File: src/verilog/sld_pkg.sv
package sld_pkg;

	localparam int SLD_CHANNELS = 12;
	localparam int SLD_BUF_DEPTH = 2;

	localparam logic [SLD_CHANNELS-1:0] SLD_WORD_CLEAR = 12'h000;
	localparam logic [SLD_CHANNELS-1:0] SLD_DRAIN_LEVEL = 12'h000;
	localparam logic SLD_LOW = 1'h0;
	localparam logic SLD_HIGH = 1'h1;

	// Clock rate of the sampling domain, for reference in counts
	localparam int SLD_CLK_MHZ = 200;

	typedef struct packed {
		logic [SLD_CHANNELS-1:0] bits;
	} sld_word_t;

	typedef struct packed {
		logic rise;
		logic fall;
	} sld_edge_t;

	typedef enum logic [1:0] {
		SLD_RUN = 2'b00,
		SLD_CLEARED = 2'b01,
		SLD_HOT = 2'b10
	} sld_mode_t;

endpackage

File: src/verilog/sld_buf.sv
`timescale 1ns/1ps
module sld_buf
	import sld_pkg::*;
#(
	parameter int DEPTH = SLD_BUF_DEPTH
) (
	input wire logic clk_sys,
	input wire logic resetn,
	input wire logic flush,
	input wire logic in_valid,
	output logic in_ready,
	input sld_word_t in_data,
	output logic out_valid,
	input wire logic out_ready,
	output sld_word_t out_data
);
	localparam int PW = $clog2(DEPTH);
	localparam int CW = $clog2(DEPTH + 1);
	localparam logic [CW-1:0] FULL = CW'(DEPTH);
	localparam logic [PW-1:0] LAST = PW'(DEPTH - 1);

	sld_word_t mem_q [DEPTH];
	logic [PW-1:0] wr_q;
	logic [PW-1:0] rd_q;
	logic [CW-1:0] cnt_q;
	logic push;
	logic pop;

	function automatic logic [PW-1:0] next_ptr(input logic [PW-1:0] p);
		next_ptr = (p == LAST) ? '0 : p + 1'b1;
	endfunction

	assign in_ready = (cnt_q != FULL);
	assign out_valid = (cnt_q != '0);
	assign push = in_valid && in_ready;
	assign pop = out_valid && out_ready;
	assign out_data = mem_q[rd_q];

	always_ff @(posedge clk_sys or negedge resetn) begin
		if (!resetn) begin
			for (int i = 0; i < DEPTH; i++) begin
				mem_q[i] <= '0;
			end
		end else if (push) begin
			mem_q[wr_q] <= in_data;
		end
	end

	always_ff @(posedge clk_sys or negedge resetn) begin
		if (!resetn) begin
			wr_q <= '0;
			rd_q <= '0;
			cnt_q <= '0;
		end else if (flush) begin
			wr_q <= '0;
			rd_q <= '0;
			cnt_q <= '0;
		end else begin
			if (push) begin
				wr_q <= next_ptr(wr_q);
			end
			if (pop) begin
				rd_q <= next_ptr(rd_q);
			end
			case ({push, pop})
				2'b10: cnt_q <= cnt_q + 1'b1;
				2'b01: cnt_q <= cnt_q - 1'b1;
				default: cnt_q <= cnt_q;
			endcase
		end
	end
endmodule

File: src/verilog/sld_top.sv
// Contract
// - Twelve-stage shift feeds twelve-bit storage
// - Shift on shift rise, capture on latch
// - Storage reaches outputs only while clear high
// - Clear low zeroes the shift and storage registers
// - Serial output updates on shift falling edge
// - Serial tap latency set by tap parameter
// - With the gate open, drains change only after latch rising edge
// - Enable high forces all drains off
// - Enable low passes storage straight through
// - Low buffer bit leaves drain open
// - High buffer bit makes drain sink
// - Over-temperature forces all drains open
// - Normal drive resumes when over-temperature ends
`timescale 1ns/1ps
module sld_top
	import sld_pkg::*;
#(
	parameter int CHANNELS = SLD_CHANNELS,
	parameter int OUT_TAP = SLD_CHANNELS - 1
) (
	input wire logic clk_sys,
	input wire logic resetn,
	input wire logic shift_clk,
	input wire logic latch_clk,
	input wire logic serial_in,
	input wire logic clear_n,
	input wire logic out_en_n,
	input wire logic over_temp,
	output logic serial_out,
	output logic [SLD_CHANNELS-1:0] drain_o,
	output logic [SLD_CHANNELS-1:0] drain_oe,
	output logic latch_ready,
	output sld_mode_t mode
);
	logic shift_clk_q;
	logic latch_clk_q;
	sld_edge_t shift_edge;
	sld_edge_t latch_edge;
	logic latch_rise;
	sld_word_t shift_q;
	sld_word_t shift_d;
	sld_word_t store_q;
	logic serial_out_q;
	logic [SLD_CHANNELS-1:0] drain_oe_q;
	logic gate_open;
	logic [SLD_CHANNELS-1:0] drain_o_q;
	logic latch_ready_q;
	sld_mode_t mode_q;
	sld_mode_t mode_d;
	logic buf_in_ready;
	logic buf_out_valid;
	sld_word_t buf_out_data;
	logic store_take;

	function automatic sld_edge_t edges(input logic now, input logic was);
		sld_edge_t e;
		e.rise = now && !was;
		e.fall = !now && was;
		return e;
	endfunction

	// Pins are synchronous to clk_sys, so one delay stage finds the edges
	always_ff @(posedge clk_sys or negedge resetn) begin
		if (!resetn) begin
			shift_clk_q <= SLD_LOW;
			latch_clk_q <= SLD_LOW;
		end else begin
			shift_clk_q <= shift_clk;
			latch_clk_q <= latch_clk;
		end
	end

	assign shift_edge = edges(shift_clk, shift_clk_q);
	assign latch_edge = edges(latch_clk, latch_clk_q);
	assign latch_rise = latch_edge.rise;

	always_comb begin
		shift_d = shift_q;
		if (shift_edge.rise) begin
			shift_d.bits = {shift_q.bits[SLD_CHANNELS-2:0], serial_in};
		end
	end

	// Over-temperature never touches the register contents
	always_ff @(posedge clk_sys or negedge resetn) begin
		if (!resetn) begin
			shift_q <= SLD_WORD_CLEAR;
		end else if (!clear_n) begin
			shift_q <= SLD_WORD_CLEAR;
		end else begin
			shift_q <= shift_d;
		end
	end

	// Snapshot taken at the latch edge sits here for one cycle; clear low flushes it
	sld_buf #(
		.DEPTH(SLD_BUF_DEPTH)
	) u_buf (
		.clk_sys(clk_sys),
		.resetn(resetn),
		.flush(!clear_n),
		.in_valid(latch_rise && clear_n),
		.in_ready(buf_in_ready),
		.in_data(shift_q),
		.out_valid(buf_out_valid),
		.out_ready(clear_n),
		.out_data(buf_out_data)
	);

	assign store_take = buf_out_valid && clear_n;

	always_ff @(posedge clk_sys or negedge resetn) begin
		if (!resetn) begin
			store_q <= SLD_WORD_CLEAR;
		end else if (!clear_n) begin
			store_q <= SLD_WORD_CLEAR;
		end else if (store_take) begin
			store_q <= buf_out_data;
		end
	end

	always_ff @(posedge clk_sys or negedge resetn) begin
		if (!resetn) begin
			latch_ready_q <= SLD_LOW;
		end else begin
			latch_ready_q <= buf_in_ready && clear_n;
		end
	end

	// Falling-edge retime gives the next device a half period of hold
	always_ff @(posedge clk_sys or negedge resetn) begin
		if (!resetn) begin
			serial_out_q <= SLD_LOW;
		end else if (!clear_n) begin
			serial_out_q <= SLD_LOW;
		end else if (shift_edge.fall) begin
			serial_out_q <= shift_q.bits[OUT_TAP];
		end
	end

	always_comb begin
		mode_d = SLD_RUN;
		if (!clear_n) begin
			mode_d = SLD_CLEARED;
		end else if (over_temp) begin
			mode_d = SLD_HOT;
		end
	end

	// Heat is a plain level here; its hysteresis lives off the block
	assign gate_open = clear_n && !over_temp
		&& !out_en_n;

	// One flop per drain, so every channel sees the gate together
	for (genvar c = 0; c < CHANNELS; c++) begin : g_drain
		always_ff @(posedge clk_sys or negedge resetn) begin
			if (!resetn) begin
				drain_oe_q[c] <= SLD_LOW;
			end else begin
				drain_oe_q[c] <= store_q.bits[c]
					&& gate_open;
			end
		end
	end

	// Drains only ever pull low; the enable carries the whole state
	always_ff @(posedge clk_sys or negedge resetn) begin
		if (!resetn) begin
			drain_o_q <= SLD_DRAIN_LEVEL;
			mode_q <= SLD_CLEARED;
		end else begin
			drain_o_q <= SLD_DRAIN_LEVEL;
			mode_q <= mode_d;
		end
	end

	assign serial_out = serial_out_q;
	assign drain_oe = drain_oe_q;
	assign drain_o = drain_o_q;
	assign latch_ready = latch_ready_q;
	assign mode = mode_q;
endmodule

File: config.mk
export PLATFORM = sky130hd
export DESIGN_NAME = sld_top
export DESIGN_NICKNAME = d
export VERILOG_FILES = /design/src/verilog/sld_pkg.sv /design/src/verilog/sld_buf.sv /design/src/verilog/sld_top.sv
export SDC_FILE = /design/constraint.sdc
export NUM_CORES = 1
export LEC_CHECK = 0
export BUFFER_PORTS_ARGS = -buffer_cell sky130_fd_sc_hd__buf_2
export CORE_MARGIN = 2
export CORE_UTILIZATION = 45
export DETAILED_ROUTE_END_ITERATION = 16
export REMOVE_ABC_BUFFERS = 1
export SYNTH_ARGS = -nofsm -noshare
export SYNTH_HDL_FRONTEND = slang
export SYNTH_HIERARCHICAL = 1
export SYNTH_SLANG_ARGS = --single-unit
File: constraint.sdc
create_clock -name clk_sys -period 4.5 [get_ports clk_sys]
set_input_delay 0.45 -clock clk_sys [delete_from_list [all_inputs] [get_ports clk_sys]]
set_output_delay 0.45 -clock clk_sys [all_outputs]
set_load 0.1 [all_outputs]
==> results of run 1 <==
## cell type report
cell class	instances	area, um2	share of cell area
Clock inverter	4	70.07	0.02147
Multi-Input combinational cell	135	1069	0.3275
Tap cell	77	96.34	0.02952
Inverter	2	7.507	0.002301
Sequential cell	70	1753	0.5372
Timing Repair Buffer	24	122.6	0.03758
Clock buffer	12	145.1	0.04448
## sequential cells by signal, summed over array words and instances (netlist names)
| register | count |
|---|---|
| u_buf/mem_q | 24 |
| drain_oe | 12 |
| shift_q | 12 |
| store_q | 12 |
| mode | 2 |
| u_buf/cnt_q | 2 |
| latch_clk_q | 1 |
| latch_ready | 1 |
| serial_out | 1 |
| shift_clk_q | 1 |
| u_buf/rd_q | 1 |
| u_buf/wr_q | 1 |
## metrics by stage
| stage | std cells | hold WS (ns) |
|---|---|---|
| finish | 324 | 0.07472 |
| CTS | 324 | 0.07950 |
| global placement | 308 | 0.4462 |
| global route | 324 | 0.1086 |
| detailed placement | 308 | 0.4525 |
| floorplan | 207 | 0.1544 |
## power groups by stage
stage / combinational, mW / sequential (mW) / clock, mW
global route: 0.114 / 0.642 / 0.592
CTS: 0.108 / 0.641 / 0.568
global placement: 0.108 / 0.654 / 0
detailed placement: 0.108 / 0.654 / 0
floorplan: 0.0704 / 0.663 / 0
finish: 0.106 / 0.642 / 0.552
## cells in the mapped netlist (all sizes together)
cell | count | share of area
o211ai | 1 | 0.0025
nand3b | 1 | 0.0025
and2 | 14 | 0.030
nand2b | 2 | 0.0068
inv | 2 | 0.0025
conb | 1 | 0.0013
buf | 21 | 0.055
o21ai | 1 | 0.0017
nor3b | 4 | 0.018
nor2 | 13 | 0.017
o21ba | 1 | 0.0034
mux2 | 36 | 0.14
a21boi | 1 | 0.0025
xor2 | 1 | 0.0030
or2 | 2 | 0.0042
dfrtp | 69 | 0.59
nand2 | 14 | 0.018
mux2i | 26 | 0.088
nand3 | 1 | 0.0017
a21oi | 3 | 0.0051
dfstp | 1 | 0.0089
nor2b | 1 | 0.0030
a21o | 1 | 0.0030
## metal layers
layer	track usage	vias up
li1	-	757
met1	0.2069	758
met2	0.1982	37
met3	0.03016	8
met4	0.1039	0
met5	0	-
## worst min path at each step
| stage | startpoint | end | slack (ns) | cells past startpoint |
|---|---|---|---|---|
| finish | resetn | shift_q[3] | 0.07 | 1 |
| floorplan | resetn | drain_oe[0] | 0.15 | 0 |
| global route | resetn | shift_q[8] | 0.11 | 1 |
| global placement | resetn | shift_clk_q | 0.45 | 1 |
| detailed placement | resetn | serial_out | 0.45 | 1 |
| CTS | resetn | u_buf/mem_q[1] | 0.08 | 1 |
## kinds of logic (layout without fill, tap and decap cells)
logic type | count (synthesis) | after routing | synth area share
muxes | 62 | 62 | 0.2257
xor gates and xnor gates | 1 | 1 | 0.002970
DFF | 70 | 70 | 0.5944
and+or+nand+nor | 52 | 52 | 0.1001
AOI/OAI and AO/OA | 8 | 8 | 0.01824
other | 1 | 12 | 0.001272
buffers and inverters | 23 | 42 | 0.05728
## critical path, delay by kind of cell
| family | cells | cell delay, ns |
|---|---|---|
| AND/OR/NAND/NOR | 2 | 1.29 |
| multiplexers | 1 | 0.41 |
| buffers and inverters | 3 | 0.92 |
==> reports/results.txt, run 1 <==
worst slew pin tran -> 0.7515 ns
Yosys reg bits -> 70
CTS tree -> done
Layout fillers -> 558
pwr/cell area -> 398.3 nW/um2
crit path capture type -> register
worst setup path start -> clear_n
proportion of layout cells with a drive suffix above 1 -> 0.3360
post-CTS setup buffer count -> 0
antenna violations before repair -> 0
Max Clock Freq -> 349.8 MHz
DR WL/cell -> 14.41 um
cts repair resizes -> 0
Clk Tree Root Cell -> clkbuf_8
most common cell after layout, fill and taps aside -> dfrtp_1
Max-Cap Viols -> 0
Reg power frac -> 0.494
All-Layer GR Usage -> 0.1459
crit-path cells -> buf_2, inv_1, nor3b_1, inv_1, nor3b_4, mux2_2
Skew-Pair Late Insertion Delay -> 0.34 ns
library cells used by synthesis -> 27
Starting DRT DRC Count -> 36
I/O pins -> 36
Layout Skew -> 0.007341 ns
Core Util, Final -> 0.5139
# setup viols final -> 0
remaining routing DRC violations -> 0
WL met2 -> 1952 um
Net Sw Frac -> 0.2447
CTS H-tree depth -> 3
CP Max Fanout -> 24
Sw Pwr -> 0.3180 mW
DIE WIDTH -> 84.96 um
Comb power frac -> 0.082
Initial Util -> 0.4644
cells after synthesis -> 217
crit path to -> u_buf/mem_q[23]
RSZ-0062 raised after global routing -> false
total power -> 1.300 mW
critical path's most frequent cell -> inv_1
path category of the worst min-delay check -> in -> async
Seq/Total Area, Yosys -> 0.5944
slowest cell delay on critical path -> 0.68 ns
final hold vios -> 0
r2r endpoint -> u_buf/mem_q[23]
Internal -> 0.9817 mW
ANT cells -> 0
most frequent cells in the layout -> dfrtp_1 (69), mux2_2 (36), mux2i_1 (26)
Clock Power Share -> 0.425
FF-to-FF path depth -> 4
largest net degree at the start of global routing -> 50
Leak -> 1.633 nW
global-route wire length before repair -> 7997 um
Post-layout nets -> 250
Slew Viols, Final -> 0
IO buf count -> 23
routed wl met3 -> 168 um
period utilisation layout -> 0.6353
cts bufs inserted -> 9
Detail Placement HPWL -> 2989 um
synthesized cell area -> 2949 um2
outcome -> completed
Hold-fix buffers, CTS -> 0
clock edge transition at the registers on the reported setup and hold paths -> 0.07 ns
Slew Limit Headroom -> 0.4967
core area -> 6350 um2
metal1 wirelength -> 2414 um
flop2flop setup slack -> 2.23 ns
critical path arrival -> 3.08 ns
syn avg cell area -> 13.59 um2
data required time of the worst path -> 4.72 ns
WS Path Type -> in -> reg
Antenna Nets Post-Route -> 0
Die H -> 84.96 um
Pre-antenna DRT Iters -> 2
Final Critical Period -> 2.859 ns
via/cell ratio -> 4.815
Slowest-stage cell, CP -> nor3b_1
Top Layer Used -> met4
Setup TNS Final -> 0 ns
grt total ovfl -> 0
Routed WL -> 4669 um
Final WS setup -> 1.641 ns
fin area -> 3263 um2
vias in the first global route -> 1,608
DP Area -> 3048 um2
Core Rows -> 29
RR Startpoint -> latch_clk_q
yosys warns -> 6
peak supply drop -> 0.0001925 V
dpl ws -> 1.307 ns
Total Die Area -> 7217 um2
Final Wtd Congestion -> 0.7405
clock sinks -> 70
CTS Buffer Depth -> 2
crit start category -> input pin
Area Growth Syn to Fin -> 10.65%
via count -> 1,560
No activity file was read; power rests on OpenSTA's default activity.
==> run 2, diff against run 1 <==
--- a/config.mk
+++ b/config.mk
@@ -9,6 +9,7 @@
 export CORE_MARGIN = 2
 export CORE_UTILIZATION = 45
 export DETAILED_ROUTE_END_ITERATION = 16
+export PLACE_DENSITY = 0.67
 export REMOVE_ABC_BUFFERS = 1
 export SYNTH_ARGS = -nofsm -noshare
 export SYNTH_HDL_FRONTEND = slang
==> constraint.sdc (replaced) <==
create_clock -name clk_sys -period 2.5 [get_ports clk_sys]
set_input_delay 0.25 -clock clk_sys [delete_from_list [all_inputs] [get_ports clk_sys]]
set_output_delay 0.25 -clock clk_sys [all_outputs]
set_load 0.1 [all_outputs]
==> reports/results.txt, run 2 (same netlist as run 1, synthesis figures left out) <==
Slew Viols, Final -> 0 (unchanged)
Final Critical Period -> 1.883 ns
remaining routing DRC violations -> 0 (unchanged)
crit-path cells -> nor3b_1, buf_4, inv_1, nor3b_4, mux2_2
Min Hold Slack -> 0.04214 ns (-0.03258 ns)
Clk Tree Root Cell -> clkbuf_8
crit path capture type -> register
Total Die Area -> 7217 um2 (unchanged)
Internal -> 1.975 mW (+100%)
Final Wtd Congestion -> 0.6774 (-8.5%)
CTS tree -> done
CP Buf/Inv Count -> 2 (-1)
flop2flop setup slack -> 0.62 ns (-1.61 ns)
largest net degree at the start of global routing -> 45 (-10%)
slowest cell delay on critical path -> 0.56 ns (-0.12 ns)
CTS H-tree depth -> 3 (unchanged)
proportion of layout cells with a drive suffix above 1 -> 0.3506 (+0.01457)
worst slew pin tran -> 0.7296 ns (-0.02186 ns)
Leak -> 1.679 nW (+2.8%)
peak supply drop -> 0.0003569 V (+85%)
antenna violations before repair -> 0 (unchanged)
Core Rows -> 29 (unchanged)
CTS Buffer Depth -> 2 (unchanged)
hold wc startpoint -> shift_clk
I/O pins -> 36 (unchanged)
RSZ-0062 raised after global routing -> false
Clock Power Share -> 0.471 (+0.046)
Top Family by Delay on Critical Path -> simple AND/OR/NAND/NOR gates
final hold vios -> 0 (unchanged)
period utilisation layout -> 0.7534
Max-Cap Viols -> 0 (unchanged)
vias in the first global route -> 1,643 (+2.2%)
r2r endpoint -> u_buf/mem_q[20]
RR Startpoint -> latch_clk_q
Max Clock Freq -> 530.9 MHz
path category of the worst min-delay check -> in -> reg
Skew-Pair Late Insertion Delay -> 0.34 ns (about the same)
DR WL/cell -> 13.25 um (-8.1%)
All-Layer GR Usage -> 0.1410 (-0.004876)
grt total ovfl -> 0 (unchanged)
outcome -> completed
global-route wire length before repair -> 7845 um (-1.9%)
Reg power frac -> 0.452 (-0.042)
clock edge transition at the registers on the reported setup and hold paths -> 0.07 ns (about the same)
Initial Util -> 0.4644 (unchanged)
total power -> 2.555 mW (+97%)
via count -> 1,576 (+1.0%)
IO buf count -> 23 (unchanged)
DIE WIDTH -> 84.96 um (unchanged)
Layout Skew -> 0.007282 ns (-0.00005851 ns)
ANT cells -> 0 (unchanged)
crit start category -> register
cts repair resizes -> 0 (unchanged)
Slew Limit Headroom -> 0.5114 (+0.01464)
# setup viols final -> 0 (unchanged)
worst hold stages -> 1
WS Path Type -> reg -> reg
CP Max Fanout -> 13 (-46%)
Detail Placement HPWL -> 2929 um (-2.0%)
via/cell ratio -> 4.805 (-0.21%)
most frequent cells in the layout -> dfrtp_1 (69), mux2_2 (36), mux2i_1 (26)
pwr/cell area -> 759.7 nW/um2 (+91%)
Post-layout nets -> 254 (+1.6%)
Comb power frac -> 0.077 (-0.005)
Net Sw Frac -> 0.2270 (-0.01772)
core area -> 6350 um2 (unchanged)
Area Growth Syn to Fin -> 14.04%
FF-to-FF path depth -> 5 (+1)
Setup TNS Final -> 0 ns (unchanged)
Pre-antenna DRT Iters -> 4 (+2)
number of flip-flops in the largest register -> 24 (unchanged)
cts bufs inserted -> 9 (unchanged)
Slowest-stage cell, CP -> nor3b_4
Die H -> 84.96 um (unchanged)
clock sinks -> 70 (unchanged)
Starting DRT DRC Count -> 76 (+110%)
Biggest register -> u_buf/mem_q
Layout fillers -> 557 (-0.18%)
Min-Delay Endpoint -> shift_clk_q
Routed WL -> 4345 um (-6.9%)
most common cell after layout, fill and taps aside -> dfrtp_1
Sw Pwr -> 0.5799 mW (+82%)
Antenna Nets Post-Route -> 0 (unchanged)
critical path arrival -> 2.11 ns (-0.97 ns)
data required time of the worst path -> 2.72 ns (-2.00 ns)
==> run 2: layer usage <==
metal,vias to the layer above,share of wire,track usage
met5,-,0,0
met4,0,0.030,0.09524
met3,10,0.034,0.02626
met2,36,0.44,0.1960
met1,763,0.50,0.2000
li1,767,-,-
==> run 2: timing repair <==
item,CTS,global route
hold endpoints to repair,25,0
endpoints found under the setup margin,0,0
buffers inserted,0,0
hold buffers,1,0
==> run 2: final cells by class <==
| class | count | area [um2] | area share |
|---|---|---|---|
| Timing Repair Buffer | 28 | 167.7 | 0.04985 |
| Sequential cell | 70 | 1753 | 0.5212 |
| Inverter | 2 | 7.507 | 0.002232 |
| Clock buffer | 10 | 137.6 | 0.04092 |
| Clock inverter | 6 | 132.6 | 0.03943 |
| Multi-Input combinational cell | 135 | 1069 | 0.3177 |
| Tap cell | 77 | 96.34 | 0.02865 |
==> run 2: stage by stage <==
stage          worst slack (ns)  utilization  cells  instance area, um2
2_1_floorplan            0.4414            -    207                2829
3_3_place_gp             0.5875       0.4855    311                3083
3_5_place_dp             0.5606       0.4855    311                3083
4_1_cts                  0.6044       0.5297    328                3363
5_1_grt                  0.4321       0.5297    328                3363
6_report                 0.6165       0.5297    328                3363
==> run 2: worst reg2reg max path, cell delays in order (launching register included) <==
cell	delay, ns
dfrtp_1	0.36
nor3b_1	0.19
buf_4	0.17
inv_1	0.07
nor3b_4	0.56
mux2_2	0.41
==> run 2: worst max path at each step <==
stage	endpoint	cells past startpoint	slack, ns	start
after floorplan	u_buf/mem_q[12]	5	0.44	clear_n
after global placement	u_buf/mem_q[12]	7	0.59	clear_n
after detailed placement	u_buf/mem_q[20]	7	0.56	clear_n
after CTS	u_buf/mem_q[20]	5	0.60	latch_clk_q
after global routing	u_buf/mem_q[13]	5	0.43	latch_clk_q
final	u_buf/mem_q[20]	5	0.62	latch_clk_q
==> run 2: power groups by stage <==
| stage | combinational, mW | sequential, mW | clock, mW |
|---|---|---|---|
| final | 0.198 | 1.15 | 1.20 |
| after global routing | 0.211 | 1.16 | 1.27 |
| after CTS | 0.200 | 1.15 | 1.23 |
| after detailed placement | 0.199 | 1.18 | 0 |
| after global placement | 0.198 | 1.18 | 0 |
| after floorplan | 0.127 | 1.19 | 0 |
